==> config.mk <==
export PLATFORM = sky130hd
export DESIGN_NAME = pef_event_flags
export DESIGN_NICKNAME = d
export VERILOG_FILES = /design/src/hdl/pef_pkg.sv /design/src/hdl/pef_flag_if.sv /design/src/hdl/pef_event_flags.sv /design/src/hdl/pef_flag_bank.sv
export SDC_FILE = /design/constraint.sdc
export NUM_CORES = 1
export LEC_CHECK = 0
export BUFFER_PORTS_ARGS = -buffer_cell sky130_fd_sc_hd__buf_2
export CAP_MARGIN = 20
export CORE_ASPECT_RATIO = 0.6
export CORE_MARGIN = 1
export CORE_UTILIZATION = 30
export CTS_BUF_LIST = sky130_fd_sc_hd__clkbuf_4 sky130_fd_sc_hd__clkbuf_8
export CTS_CLUSTER_DIAMETER = 200
export CTS_CLUSTER_SIZE = 14
export DETAILED_ROUTE_END_ITERATION = 6
export PLACE_DENSITY = 0.67
export SYNTH_ARGS = -nofsm -noshare
export SYNTH_HDL_FRONTEND = slang
export SYNTH_SLANG_ARGS = --single-unit
export TNS_END_PERCENT = 10
==> constraint.sdc <==
create_clock -name clk_sys -period 3.5 [get_ports clk_sys]
set_input_delay 0.35 -clock clk_sys [delete_from_list [all_inputs] [get_ports clk_sys]]
set_output_delay 0.35 -clock clk_sys [all_outputs]
set_load 0.01 [all_outputs]
==> src/hdl/pef_pkg.sv <==
// Contract
// - Writing one clears that flag bit; the code clears it only while normalMode is high and drops the write otherwise
// - Writing zero leaves flag unchanged
// - Set wins over simultaneous clear
// - Bit 15 fatal error, then halt
// - Fatal: late transmit or slot crossing
// - Bit 14 internal error, then halt
// - Internal error: new calc while busy
// - Bit 13 bad config, then halt
// - Config complete with zero listen timeout
// - Bit 12 cold-start attempts exhausted
// - Bit 11 missing rate fix, cycle end
// - Bit 10 missing offset fix
// - Bit 9 correction at or over limit
// - Bit 8 sync count above maximum
// - Count only filter-accepted sync frames
// - Bit 7 test symbol on either channel
// - Bit 6 channel B dynamic overrun
// - Bit 5 channel A dynamic overrun
// - Bit 4 channel B slot crossing
// - Bit 3 channel A slot crossing
// - Bit 2 second timer expired
// - Bit 1 first timer expired
// - Bit 0 cycle start
package pef_pkg;
   // ==========================================
   // Register map
   localparam logic [7:0]  PEF_OFF_FLAGS0  = 8'h18;
   localparam logic [7:0]  PEF_OFF_ENABLE0 = 8'h10;
   localparam logic [7:0]  PEF_OFF_STATUS  = 8'h1C;
   localparam logic [15:0] PEF_RST_FLAGS   = 16'h0000;
   localparam logic [15:0] PEF_RST_ENABLE  = 16'h0000;
   localparam int PEF_NFLAGS = 16;
   // ==========================================
   // Flag positions
   localparam int PEF_B_FATAL   = 15;
   localparam int PEF_B_INTERN  = 14;
   localparam int PEF_B_BADCFG  = 13;
   localparam int PEF_B_CSABORT = 12;
   localparam int PEF_B_MRATE   = 11;
   localparam int PEF_B_MOFFS   = 10;
   localparam int PEF_B_CLIMIT  = 9;
   localparam int PEF_B_MSYNC   = 8;
   localparam int PEF_B_TSYM    = 7;
   localparam int PEF_B_LTXB    = 6;
   localparam int PEF_B_LTXA    = 5;
   localparam int PEF_B_TBCB    = 4;
   localparam int PEF_B_TBCA    = 3;
   localparam int PEF_B_TIM2    = 2;
   localparam int PEF_B_TIM1    = 1;
   localparam int PEF_B_CYS     = 0;
endpackage
==> src/hdl/pef_flag_if.sv <==
`timescale 1ns/100ps
interface pef_flag_if;
   logic [15:0] setEv;
   logic [15:0] clrMask;
   logic [15:0] flags;
   modport ctrl (output setEv, output clrMask, input flags);
   modport bank (input setEv, input clrMask, output flags);
endinterface

==> src/hdl/pef_event_flags.sv <==
`timescale 1ns/100ps
module pef_event_flags
   import pef_pkg::*;
#(
   parameter int SYNC_W = 4
)(
   input  wire logic              clk_sys,
   input  wire logic              rstn,
   // APB slave
   input  wire logic              psel,
   input  wire logic              penable,
   input  wire logic              pwrite,
   input  wire logic [7:0]        paddr,
   input  wire logic [31:0]       pwdata,
   output logic      [31:0]       prdata,
   output logic                   pready,
   output logic                   pslverr,
   // Controller state
   input  wire logic              normalMode,
   // Protocol engine events, one-cycle pulses; listenTimeout and syncMax are values
   input  wire logic              latestTxViolA,
   input  wire logic              latestTxViolB,
   input  wire logic              slotCrossA,
   input  wire logic              slotCrossB,
   input  wire logic              calcRequest,
   input  wire logic              calcDone,
   input  wire logic              configComplete,
   input  wire logic [31:0]       listenTimeout,
   input  wire logic              coldStartExhausted,
   input  wire logic              cycleEnd,
   input  wire logic              rateMeasShort,
   input  wire logic              offsetMeasShort,
   input  wire logic              offsetLimitHit,
   input  wire logic              rateLimitHit,
   input  wire logic              syncFrameSeen,
   input  wire logic              syncFrameAccepted,
   input  wire logic [SYNC_W-1:0] syncMax,
   input  wire logic              testSymbolA,
   input  wire logic              testSymbolB,
   input  wire logic              timerOneExpired,
   input  wire logic              timerTwoExpired,
   input  wire logic              cycleStart,
   // Outputs
   output logic                   protocolHaltState,
   output logic                   protocolEventIrq
);
   // ==========================================
   // Reset release
   logic rstMeta_n;
   logic rstSync_n;
   always_ff @(posedge clk_sys or negedge rstn) begin
      if (!rstn) begin
         rstMeta_n <= 1'b0;
         rstSync_n <= 1'b0;
      end else begin
         rstMeta_n <= 1'b1;
         rstSync_n <= rstMeta_n;
      end
   end

   // ==========================================
   // APB decode
   pef_flag_if fb ();
   logic [15:0] enable;
   logic        calcBusy;
   logic [SYNC_W:0] syncCount;

   wire apbAccess = psel && penable;
   wire apbWrite  = apbAccess && pwrite;
   wire hitFlags  = (paddr == PEF_OFF_FLAGS0);
   wire hitEnable = (paddr == PEF_OFF_ENABLE0);
   wire hitStatus = (paddr == PEF_OFF_STATUS);
   wire hitAny    = hitFlags || hitEnable || hitStatus;
   // Flag writes outside normal mode are dropped without an error response
   wire flagWrite = apbWrite && hitFlags && normalMode;

   assign pready  = 1'b1;
   assign pslverr = apbAccess && !hitAny;

   wire [31:0] next_prdata = hitFlags  ? {16'h0000, fb.flags} :
                             hitEnable ? {16'h0000, enable} :
                             hitStatus ? {30'h00000000, calcBusy, protocolHaltState} :
                             32'h00000000;

   always_ff @(posedge clk_sys or negedge rstSync_n) begin
      if (!rstSync_n)
         prdata <= 32'h00000000;
      else if (psel && !penable && !pwrite)
         prdata <= next_prdata;
   end

   always_ff @(posedge clk_sys or negedge rstSync_n) begin
      if (!rstSync_n)
         enable <= PEF_RST_ENABLE;
      else if (apbWrite && hitEnable)
         enable <= pwdata[15:0];
   end

   // ==========================================
   // Event detection
   wire fatalEv  = latestTxViolA || latestTxViolB || slotCrossA || slotCrossB;
   wire internEv = calcRequest && calcBusy && !calcDone;
   wire badCfgEv = configComplete && (listenTimeout == 32'h00000000);
   wire climitEv = offsetLimitHit || rateLimitHit;
   // Count saturates one above the largest syncMax value, enough to trip the check
   wire syncCnt  = syncFrameSeen && syncFrameAccepted;
   wire [SYNC_W:0] next_syncCount = syncCount + {{SYNC_W{1'b0}}, 1'b1};
   wire syncOverEv = syncCnt && (next_syncCount > {1'b0, syncMax})
                     && (syncCount <= {1'b0, syncMax});

   always_ff @(posedge clk_sys or negedge rstSync_n) begin
      if (!rstSync_n)
         calcBusy <= 1'b0;
      else if (calcRequest)
         calcBusy <= 1'b1;
      else if (calcDone)
         calcBusy <= 1'b0;
   end

   always_ff @(posedge clk_sys or negedge rstSync_n) begin
      if (!rstSync_n)
         syncCount <= '0;
      else if (cycleStart)
         syncCount <= '0;
      else if (syncCnt && !syncCount[SYNC_W])
         syncCount <= next_syncCount;
   end

   logic [15:0] setVec;
   always_comb begin
      setVec = 16'h0000;
      setVec[PEF_B_FATAL]   = fatalEv;
      setVec[PEF_B_INTERN]  = internEv;
      setVec[PEF_B_BADCFG]  = badCfgEv;
      setVec[PEF_B_CSABORT] = coldStartExhausted;
      setVec[PEF_B_MRATE]   = cycleEnd && rateMeasShort;
      setVec[PEF_B_MOFFS]   = offsetMeasShort;
      setVec[PEF_B_CLIMIT]  = climitEv;
      setVec[PEF_B_MSYNC]   = syncOverEv;
      setVec[PEF_B_TSYM]    = testSymbolA || testSymbolB;
      setVec[PEF_B_LTXB]    = latestTxViolB;
      setVec[PEF_B_LTXA]    = latestTxViolA;
      setVec[PEF_B_TBCB]    = slotCrossB;
      setVec[PEF_B_TBCA]    = slotCrossA;
      setVec[PEF_B_TIM2]    = timerTwoExpired;
      setVec[PEF_B_TIM1]    = timerOneExpired;
      setVec[PEF_B_CYS]     = cycleStart;
   end

   assign fb.setEv   = setVec;
   assign fb.clrMask = flagWrite ? pwdata[15:0] : 16'h0000;

   pef_flag_bank u_bank (
      .clk       (clk_sys),
      .rstSync_n (rstSync_n),
      .fb        (fb)
   );

   // ==========================================
   // Halt: sticky until reset, since only a reset leaves the halt state here
   wire haltEv = fatalEv || internEv || badCfgEv;
   always_ff @(posedge clk_sys or negedge rstSync_n) begin
      if (!rstSync_n)
         protocolHaltState <= 1'b0;
      else if (haltEv)
         protocolHaltState <= 1'b1;
   end

   assign protocolEventIrq = |(fb.flags & enable);

   // ==========================================
   // Checks
   a_fatal_halt: assert property (@(posedge clk_sys) disable iff (!rstSync_n)
      (latestTxViolA || latestTxViolB || slotCrossA || slotCrossB) |=>
         (protocolHaltState && fb.flags[PEF_B_FATAL]))
      else $error("fatal event without halt");
   a_intern_halt: assert property (@(posedge clk_sys) disable iff (!rstSync_n)
      (calcRequest && calcBusy && !calcDone) |=>
         (fb.flags[PEF_B_INTERN] && protocolHaltState))
      else $error("internal error missed");
   a_badcfg_zero: assert property (@(posedge clk_sys) disable iff (!rstSync_n)
      (configComplete && listenTimeout == 32'h00000000) |=>
         (fb.flags[PEF_B_BADCFG] && protocolHaltState))
      else $error("zero listen timeout accepted");
   a_rate_cycle: assert property (@(posedge clk_sys) disable iff (!rstSync_n)
      (!$past(fb.flags[PEF_B_MRATE]) && fb.flags[PEF_B_MRATE]) |->
         $past(cycleEnd && rateMeasShort))
      else $error("rate flag set outside cycle end");
   a_write_mode: assert property (@(posedge clk_sys) disable iff (!rstSync_n)
      (apbWrite && hitFlags && !normalMode) |=> (fb.flags == ($past(fb.flags) | $past(setVec))))
      else $error("flag write taken outside normal mode");
   a_irq_gate: assert property (@(posedge clk_sys) disable iff (!rstSync_n)
      ((fb.flags & enable) == 16'h0000) |-> !protocolEventIrq)
      else $error("irq without enabled flag");
   a_sync_over: assert property (@(posedge clk_sys) disable iff (!rstSync_n)
      (syncFrameSeen && !syncFrameAccepted && !fb.flags[PEF_B_MSYNC]) |=>
         !fb.flags[PEF_B_MSYNC])
      else $error("rejected sync frame counted");
   a_test_sym: assert property (@(posedge clk_sys) disable iff (!rstSync_n)
      (testSymbolB || testSymbolA) |=> fb.flags[PEF_B_TSYM] ##1 1'b1)
      else $error("test symbol flag missed");
endmodule

==> src/hdl/pef_flag_bank.sv <==
`timescale 1ns/100ps
module pef_flag_bank
   import pef_pkg::*;
(
   input wire logic clk,
   input wire logic rstSync_n,
   pef_flag_if.bank fb
);
   logic [15:0] flags;
   genvar i;
   // ==========================================
   // Sticky flags, set beats clear
   generate
      for (i = 0; i < PEF_NFLAGS; i++) begin : g_flag
         always_ff @(posedge clk or negedge rstSync_n) begin
            if (!rstSync_n)
               flags[i] <= PEF_RST_FLAGS[i];
            else if (fb.setEv[i])
               flags[i] <= 1'b1;
            else if (fb.clrMask[i])
               flags[i] <= 1'b0;
         end
      end
   endgenerate
   assign fb.flags = flags;

   a_set_wins: assert property (@(posedge clk) disable iff (!rstSync_n)
      (fb.setEv != 16'h0000) |=> ((flags & $past(fb.setEv)) == $past(fb.setEv)))
      else $error("set event lost");
   a_clear_ones: assert property (@(posedge clk) disable iff (!rstSync_n)
      (fb.clrMask != 16'h0000) |=>
         ((flags & $past(fb.clrMask) & ~$past(fb.setEv)) == 16'h0000))
      else $error("cleared flag still set");
   a_zero_keeps: assert property (@(posedge clk) disable iff (!rstSync_n)
      1'b1 |=> ((flags & ~$past(fb.clrMask) & $past(flags)) == ($past(flags) & ~$past(fb.clrMask))))
      else $error("flag lost without clear");
endmodule

**After elaboration in Yosys (flattened, before gate mapping)**

Cells that the tools add are included.

- Input bits: 102
- Logic and storage cells: 120
- Register bits after elaboration: 73
- Output and inout port bits: 36

- Bitwise gates (word level): 1
- Equal/unequal tests: 3
- Magnitude comparators: 2
- Muxes and demuxes: 40
- $add $sub $neg: 1
- Reductions and logical operators: 50

Operators with widths:

| kind | number |
|---|---|
| $mux W16 | 3 |
| $reduce_bool A2 Y1 | 18 |
| $mux W1 | 34 |
| $logic_not A32 Y1 | 1 |
| $eq A8 B5 Y1 const B | 3 |
| $and A16 B16 Y16 | 1 |
| $logic_and A1 B1 Y1 | 16 |
| $reduce_or A16 Y1 | 1 |
| $mux W5 | 2 |
| $logic_or A1 B1 Y1 | 9 |
| $add A5 B1 Y5 const B | 1 |
| $gt A5 B4 Y1 | 1 |
| $le A5 B4 Y1 | 1 |
| $logic_not A1 Y1 | 5 |
| $mux W2 | 1 |

**Logic depth before layout (Yosys ltp)**

Gate-level depths: netlist of run 1.

- Depth after elaboration: 7
- Gate-level depth with buffers: 7
- Mapped depth without buffers: 7

**Hierarchy**

From an unflattened synthesis of run 1, not the netlist that was laid out.

- Cell total of the unflattened synthesis: 287
- Area, all modules: 3,004.1 sq um

By module, submodules not included:

| module | seq. area each (sq um) | cells each | area each (sq um) | instances |
|---|---|---|---|---|
| pef_event_flags | 1,026.0 | 239 | 2,423.6 | 1 |
| pef_flag_bank | 400.4 | 48 | 580.6 | 1 |

**Worst setup path after synthesis of run 1**

No wires, ideal clock.

- Path kind: in2reg
- Start: input port paddr[1]
- End: register enable[10]
- Stages: 6
- Path slack: 1.889 ns
- Path buffers: 2
- Data arrival time: 1.486 ns
- Required time: 3.375 ns
- Library setup time: 0.125 ns
- Cells stage by stage: nor4_2 > and4b_1 > buf_6 > nand2_4 > buf_6 > mux2_4

- Cells in the longest elaborated chain, start to end: 2

RTL lines:

| what | RTL line | text |
|---|---|---|
| start, declared | pef_event_flags.sv:13 | `input wire logic [7:0] paddr,` |
| $eq A8 B5 Y1 | pef_event_flags.sv:71 | `wire hitEnable = (paddr == PEF_OFF_ENABLE0);` |
| $logic_and A1 B1 Y1 | pef_event_flags.sv:95 | `else if (apbWrite && hitEnable)` |
| end signal, assigned | pef_event_flags.sv:96 | `enable <= pwdata[15:0];` |
| end, declared | pef_event_flags.sv:64 | `logic [15:0] enable;` |

No other way between the ends.
A chain may end at the register's enable or synchronous reset.

**Final worst setup path of run 1**

- Start: register u_bank.flags[7] (netlist: u_bank.fb.flags[7])
- End: output port protocolEventIrq

- Cells in the longest elaborated chain, start to end: 2

RTL lines:

| what | RTL line | text |
|---|---|---|
| start, declared | pef_flag_bank.sv:9 | `logic [15:0] flags;` |
| start signal, assigned by index | pef_flag_bank.sv:17 | `flags[i] <= PEF_RST_FLAGS[i];` |
| $and A16 B16 Y16 | pef_event_flags.sv:169 | `assign protocolEventIrq = \|(fb.flags & enable);` |
| $reduce_or A16 Y1 | pef_event_flags.sv:169 |  |
| end, declared | pef_event_flags.sv:45 | `output logic protocolEventIrq` |

No other way between the ends.

==> results of run 1 <==
## power groups by stage
stage | registers (W) | clock network, W | logic, W
2_1_floorplan | 0.000699 | 0 | 0.0000829
3_3_place_gp | 0.000700 | 0 | 0.000143
3_5_place_dp | 0.000701 | 0 | 0.000147
4_1_cts | 0.000689 | 0.000678 | 0.000148
5_1_grt | 0.000691 | 0.000703 | 0.000163
6_report | 0.000688 | 0.000658 | 0.000147
## worst max-delay path: stages (launching register included)
cell and delay [ps]:
sky130_fd_sc_hd__dfrtp_1 430, sky130_fd_sc_hd__a22o_1 260, sky130_fd_sc_hd__a221oi_1 310, sky130_fd_sc_hd__nand4_1 180, sky130_fd_sc_hd__buf_2 180
## layout make-up
| cell class | count | area share [%] |
|---|---|---|
| clock buffers | 14 | 4.781 |
| clock inverters | 2 | 0.9296 |
| inverters | 7 | 0.6972 |
| multi-input cells | 194 | 36.72 |
| flip-flops and latches | 57 | 37.88 |
| well taps | 130 | 4.316 |
| repair buffers | 108 | 14.67 |
## worst max path at each step
stage	endpoint	start	slack (ps)	cells after the start
after floorplan	calcBusy$_DFFE_PN0P_	rstSync_n$_DFF_PN0_	1800	0
after detailed placement	enable[9]$_DFFE_PN0P_	paddr[1]	1530	6
after global routing	protocolEventIrq	u_bank.fb.flags[7]$_DFFE_PN0P_	1360	4
after CTS	protocolEventIrq	u_bank.fb.flags[7]$_DFFE_PN0P_	1460	4
final	protocolEventIrq	u_bank.fb.flags[7]$_DFFE_PN0P_	1460	4
after global placement	enable[12]$_DFFE_PN0P_	paddr[1]	1570	6
## cell families (layout without fill, tap and decap cells)
logic type | count (synthesis) | count (layout)
xor+xnor | 5 | 5
buf+inv | 34 | 131
compound gates | 51 | 51
flops | 57 | 57
simple gates | 78 | 78
other cells | 2 | 18
mux | 33 | 33
fa+ha+maj | 9 | 9
## state kept, by name, indices dropped and copies added, names as in the netlist
| register | count |
|---|---|
| rstSync_n | 1 |
| enable | 16 |
| prdata | 16 |
| calcBusy | 1 |
| rstMeta_n | 1 |
| u_bank.fb.flags | 16 |
| syncCount | 5 |
| protocolHaltState | 1 |
## synth_stat cells (all sizes together) (9+ instances only)
| library cell | number |
|---|---|
| a21o | 13 |
| mux2i | 17 |
| nand2 | 21 |
| mux2 | 16 |
| buf | 23 |
| nor2 | 9 |
| dfrtp | 57 |
| ha | 9 |
| nand3 | 21 |
| o21ai | 16 |
## through the flow
step           power (W)  cells  instance area (sq um)  worst slack, ps  hold slack, ps
5_1_grt         0.001558    512                   3769             1361           174.7
6_report        0.001493    512                   3769             1459           180.3
3_5_place_dp   0.0008473    495                   3543             1533           138.2
2_1_floorplan  0.0007817    285                   3029             1796           54.41
4_1_cts         0.001515    512                   3769             1457           161.9
3_3_place_gp   0.0008434    495                   3543             1571           137.0
## metal layers
metal	vias to the layer above	wire, um	global-route usage, %
li1	1153	-	-
met1	1130	3493	19.95
met2	100	3293	24.20
met3	15	674	5.795
met4	0	129	6.667
met5	-	0	0
==> results.txt, run 1 <==
The leakage power total is 1.910 nW. The worst hold path begins at offsetMeasShort. TritonCTS built the clock tree. The area of the die came out at 0.01031 sq mm.

The via count came out at 2398. The setup path with the least slack is of type flip-flop to output pin. The floorplan step defined a core boundary enclosing 0.009392 sq mm. The initial core utilization came out at 31.61%.

The detailed router's first-iteration violation count came out at 113. The post-route setup TNS is 0 ps. The share of total power dissipated in the clock network is 44.1%.

The utilization after layout is 40.13%. In this run the worst path has a maximum fanout of 3. The most frequently used flop master after synthesis is sky130_fd_sc_hd__dfrtp_1. The mapped cell area is 0.002969 sq mm.

The number of endpoints with negative hold slack in the final report came out at 0. 138 I/O pins were placed. Of the cells placed in the final design, the portion with a size suffix greater than 1 is 37.43%. STA classifies the critical path endpoint as an output pin.

The biggest area contributor in the post-synthesis netlist is sky130_fd_sc_hd__dfrtp_1. The data required time of the worst path is 3150 ps. The estimated wirelength of the detail-placed design came out at 5714 um.

Clock tree synthesis found a total of 57 sinks. The floorplan has 27 rows. The worst clock skew on the final layout is 8.985 ps. The wire length of the first global-routing pass is 11700 um. After clock tree synthesis, the clock-pin slew on the worst setup and hold paths is 60 ps. The final weighted congestion of routability-driven global placement is 0.7780. The share of synthesized flip-flops with an asynchronous set or reset came out at 100.0%.

The number of library cell types mapped by synthesis is 43. In the post-synthesis netlist, the biggest area contributors are sky130_fd_sc_hd__dfrtp_1 48%, sky130_fd_sc_hd__mux2i_1 5.7%, sky130_fd_sc_hd__mux2_4 5.1%, sky130_fd_sc_hd__buf_4 4.6%, sky130_fd_sc_hd__ha_1 3.8%. The nature of the critical path startpoint is a flip-flop. The post-synthesis adder-cell area fraction came out at 3.793%. The synthesis-to-layout area growth is 26.93%.

The number of enable-type register cells in the synthesized netlist came out at 0. The library cell used most frequently in the layout, excluding fill and tap cells, is sky130_fd_sc_hd__buf_2. The net count of the finished layout is 488. The hold buffer count at cts is 1. The combinational family with the most area after synthesis is simple AND/OR/NAND/NOR gates. Counting instances, the worst hold path has a depth of 2. The gate count of the mapped netlist came out at 269. The post-cts gate resize count came out at 0.

The final wirelength came out at 7590 um. The number of inserted filler cells in the final layout is 977. The width of the chip came out at 130.4 um. The number of antenna diodes is 0. The clock period could shrink to 2041 ps. Per report_power, the sequential group accounts for 46.1% of the total. The count of final max-slew check failures is 0. Across the whole layout, storage elements account for 0.001428 sq mm.

The average instance area after synthesis is 11.04 sq um. Combinational cells account for 9.8% of the total power. The insertion delay of the later-clocked pin in the worst-skew pair came out at 350 ps. CTS placed an instance of sky130_fd_sc_hd__clkbuf_8 at the clock tree root. In this run the worst hold path is classified as primary input to flip-flop. Summing the areas of all and, or, nand and nor instances in the mapped netlist gives 14.08% of the synthesized area. Global routing consumed, over all layers together, 15.77% of the routing resources. The number of antenna violations at the first check in global routing came out at 0. Entering global routing, the biggest net connects 34 pins. The number of violations of the max-capacitance limit is 0. The H-tree depth reported by CTS is 3. The max-slew headroom at the worst pin came out at 51.35%. The cell count of the worst reg-to-reg path is 6. The run finished with clean final reports.

Net switching is 23.41% of the power. The share of the clock period used by the worst path came out at 58.33%. For the pin with the worst max-slew slack, the measured transition is 729.8 ps. Measured against the total synthesized area, the mux share comes to 13.06%. The sequential-to-total area share from yosys stat is 48.04%. The final global-route overflow total came out at 0. In this run the power density over the cells is 396.2 mW/mm^2. The share of the synthesized area in compound gates (AO/OA/AOI/OAI) is 11.93%. The number of buffers between clock root and the deepest sink is 2.

The internal power of the cells came out at 0.001143 W. The total net switching power is 0.0003496 W. The number of warnings printed during yosys synthesis came out at 0.

For hold timing, the worst endpoint is u_bank.fb.flags[10]$_DFFE_PN0P_. The endpoint identified for the worst register-to-register timing path is u_bank.fb.flags[8]$_DFFE_PN0P_. Setup violations remaining at the end of the flow were counted as 0.

The timing-limited maximum frequency is 489.9 MHz. The endpoint arrival time on the critical path came out at 1690 ps. The multi-input combinational cells in the finished layout cover a total of 0.001384 sq mm. After synthesis, the largest area contributor takes up 48.04% of total cell area. The via count normalized by instance count is 4.684. The setup fix buffers added after clock tree synthesis is 0. The number of global-route vias before repair came out at 2315.

Measured along the y axis, the die boundary spans 79.06 um. Port buffering added 104 buffers. Leaving out fill and tap cells, the most frequent cells in the layout are 104 x sky130_fd_sc_hd__buf_2, 56 x sky130_fd_sc_hd__dfrtp_1, 21 x sky130_fd_sc_hd__nand3_1, 20 x sky130_fd_sc_hd__nand2_1, 18 x sky130_fd_sc_hd__conb_1. After detailed routing, the number of remaining DRC violations is 0.

The number of buffers created by CTS came out at 9. The first-pass iteration count of the detailed router came out at 6. The detail route stage leaves a number of antenna-violating nets equal to 0. The xor/xnor share of the synthesized area came out at 1.475%. The total of flip-flops plus latches after synthesis is 57.

Setup repair after global routing left no endpoint under its margin. In the final routed layout, each cell accounts on average for 14.82 um. The register-to-register setup slack came out at 1740 ps.

The worst register-to-register path begins at syncCount[0]$_DFFE_PN0P_. The maximum vdd drop is 162.3 uV.
(Power assumes the default switching activity.)
==> inputs of run 2 (changes only) <==
PLACE_DENSITY = 0.69   (was 0.67)
clock period = 1.78 ns   (was 3.5 ns; I/O delays follow)
==> results.txt, run 2 (synthesis gave the netlist of run 1 again) <==
The core footprint is 0.009392 sq mm (unchanged). The H-tree depth reported by CTS came to 3 (unchanged). The post-layout net count came to 493 (was 488). The number of placed instances, taps included is 499 (was 495). The routed length on met2 is 3485 um (was 3293 um).

The area of the die came to 0.01031 sq mm (unchanged). The data required time of the worst path is 1600 ps (was 3150 ps). The number of inserted filler cells in the final layout is 969 (was 977). The kind of critical path was flip-flop to output pin (unchanged). The count of clock tree sinks came out at 57 (unchanged). The leakage power total was 1.964 nW (was 1.910 nW). The cell count of the worst reg-to-reg path came out at 6 (unchanged).

The length of routed wiring on met1 is 3573 um (was 3493 um). The transition at the pin with the smallest max-transition slack came to 548.1 ps (was 729.8 ps). The row count came out at 27 (unchanged). Unrepaired setup endpoints after global routing: yes (was no). The nature of the critical path startpoint was a flip-flop (unchanged). The worst reg2reg path endpoint is u_bank.fb.flags[8]$_DFFE_PN0P_ (unchanged). The max-slew headroom at the worst pin is 63.46% (was 51.35%). The number of buffers between clock root and the deepest sink is 2 (unchanged). The share of cells above drive strength 1 is 39.53% (was 37.43%). The antenna violation net count after detailed routing came out at 0 (unchanged). The timing-limited maximum frequency is 568.9 MHz.

The width of the chip is 130.4 um (unchanged). Top flop regs: enable (16), prdata (16), u_bank.fb.flags (16) (unchanged). The utilization after layout came out at 41.46% (was 40.13%). The amount of wire on met3 after detailed routing was 686 um (was 674 um). The number of violations of the max-capacitance limit is 0 (unchanged). The worst path uses 98.75% of the clock period. The worst clock skew on the final layout is 7.569 ps (was 8.985 ps).

The highest layer used for signal routing was met4 (unchanged). The launch point of the worst reg-to-reg path is syncCount[1]$_DFFE_PN0P_ (was syncCount[0]$_DFFE_PN0P_). The top fanout value on the critical path came out at 3 (unchanged). The insertion delay of the later-clocked pin in the worst-skew pair was 340 ps (was 350 ps). The register-to-register setup slack is 110 ps (was 1740 ps). The placement-stage cell area is 0.003598 sq mm (was 0.003543 sq mm). The count of cells along the worst hold path is 2 (unchanged). The endpoint class of the critical path is an output pin (unchanged). The estimated wirelength of the detail-placed design is 6003 um (was 5714 um). The wire length of the first global-routing pass is 12120 um (was 11700 um). The maximum vdd drop came out at 419.9 uV (was 162.3 uV). The number of global-route vias before repair came out at 2439 (was 2315). The number of endpoints with negative hold slack in the final report is 0 (unchanged).

The critical path startpoint is u_bank.fb.flags[7]$_DFFE_PN0P_ (unchanged). The detailed router's first-iteration violation count came to 75 (was 113). The first-pass iteration count of the detailed router came out at 4 (was 6). The type of the tightest min-delay check is primary input to flip-flop (unchanged). The count of input and output buffers came out at 104 (unchanged). The maximum number of pins on one net before global-route repair is 34 (unchanged). The endpoint with the worst hold slack was u_bank.fb.flags[1]$_DFFE_PN0P_ (was u_bank.fb.flags[10]$_DFFE_PN0P_).

The number of setup violations in the final report came to 0 (unchanged). Commonest cells after routing, fill and taps aside: 104 x sky130_fd_sc_hd__buf_2, 55 x sky130_fd_sc_hd__dfrtp_1, 21 x sky130_fd_sc_hd__nand3_1, 20 x sky130_fd_sc_hd__nand2_1, 18 x sky130_fd_sc_hd__conb_1 (was 104 x sky130_fd_sc_hd__buf_2, 56 x sky130_fd_sc_hd__dfrtp_1, 21 x sky130_fd_sc_hd__nand3_1, 20 x sky130_fd_sc_hd__nand2_1, 18 x sky130_fd_sc_hd__conb_1). The via count normalized by instance count was 4.706 (was 4.684). The number of antenna diodes came to 0 (unchanged). The detail-routed net length per standard cell came to 15.06 um (was 14.82 um). The clock root buffer was sky130_fd_sc_hd__clkbuf_8 (unchanged).

The minimum clock period after layout came out at 1758 ps. The number of antenna violations at the first check in global routing was 0 (unchanged). The setup fix buffers added after clock tree synthesis is 0 (unchanged). The final global-route overflow total came out at 0 (unchanged).

The global-route total usage across every layer came out at 16.11% (was 15.77%). The endpoint arrival time on the critical path is 1580 ps (was 1690 ps). The number of top-level pins came out at 138 (unchanged). The detailed-route DRC error count came out at 0 (unchanged). The leading cell type in the layout, fill and taps excluded was sky130_fd_sc_hd__buf_2 (unchanged). The total power draw was 0.003160 W (was 0.001493 W). The critical hold path startpoint is timerOneExpired (was offsetMeasShort). The overall die height is 79.06 um (unchanged). The final weighted congestion of routability-driven global placement is 0.8237 (was 0.7780). The clock transition time at the flip-flop clock pins of the worst setup and hold paths came out at 70 ps (was 60 ps). The clock tree from TritonCTS is built (unchanged). Run status: finished clean (unchanged). The final wirelength is 7787 um (was 7590 um).

The initial core utilization came to 31.61% (unchanged). The via count came out at 2433 (was 2398). The power density normalized to cell area is 811.6 mW/mm^2 (was 396.2 mW/mm^2). The number of standard cells in the final layout excluding fillers is 517 (was 512). The synthesis-to-layout area growth came out at 31.14% (was 26.93%). The count of final max-slew check failures came out at 0 (unchanged). The final cell area excluding filler cells came to 0.003894 sq mm (was 0.003769 sq mm). The post-route setup TNS came out at 0 ps (unchanged).

The number of buffers created by CTS was 9 (unchanged).
run 2: worst max-delay path, stage by stage (launching register included):
cell,delay [ps]
sky130_fd_sc_hd__dfrtp_1,430
sky130_fd_sc_hd__a22o_1,240
sky130_fd_sc_hd__a221oi_2,220
sky130_fd_sc_hd__nand4_1,170
sky130_fd_sc_hd__buf_2,180
run 2: timing repair:
| action | CTS | global route |
|---|---|---|
| endpoints found under the setup margin | 1 | 2 |
| pin swaps | 1 | 2 |
| hold buffers | 2 | 0 |
| endpoints found under the hold margin | 3 | 0 |
| cloned | 0 | 0 |
| resized for setup | 3 | 4 |
run 2: area by class of cell:
type	count	area, sq um	share of cell area, %
tap	130	162.7	4.177
sequential	57	1429	36.70
clock inverter	6	105.1	2.699
inverter	7	26.28	0.6748
multi-input combinational	194	1415	36.34
timing repair buffer	113	618.1	15.87
clock buffer	10	137.6	3.535
run 2: metal layers:
metal  vias up  global-route usage (%)
met3         4                   5.256
met5         -                       0
met1      1159                   21.32
met4         0                   5.172
li1       1165                       -
met2       105                   24.84
run 2: worst max-delay path by stage:
| stage | depth (start not counted) | end |
|---|---|---|
| after floorplan | 0 | calcBusy$_DFFE_PN0P_ |
| after global placement | 6 | u_bank.fb.flags[8]$_DFFE_PN0P_ |
| after detailed placement | 6 | u_bank.fb.flags[8]$_DFFE_PN0P_ |
| after CTS | 4 | protocolEventIrq |
| after global routing | 4 | protocolEventIrq |
| final | 4 | protocolEventIrq |
run 2: per-stage QoR:
stage	worst slack, ps	hold WS, ps
floorplan	75.59	-117.6
global placement	126.0	-34.38
detailed placement	63.73	-31.61
CTS	15.52	0.05579
global route	-11.58	4.206
finish	22.17	11.78
run 2: power by group:
| group | switching (W) | internal [W] |
|---|---|---|
| registers | 0.0000318 | 0.00132 |
| clock network | 0.000528 | 0.000960 |
| logic | 0.000164 | 0.000157 |
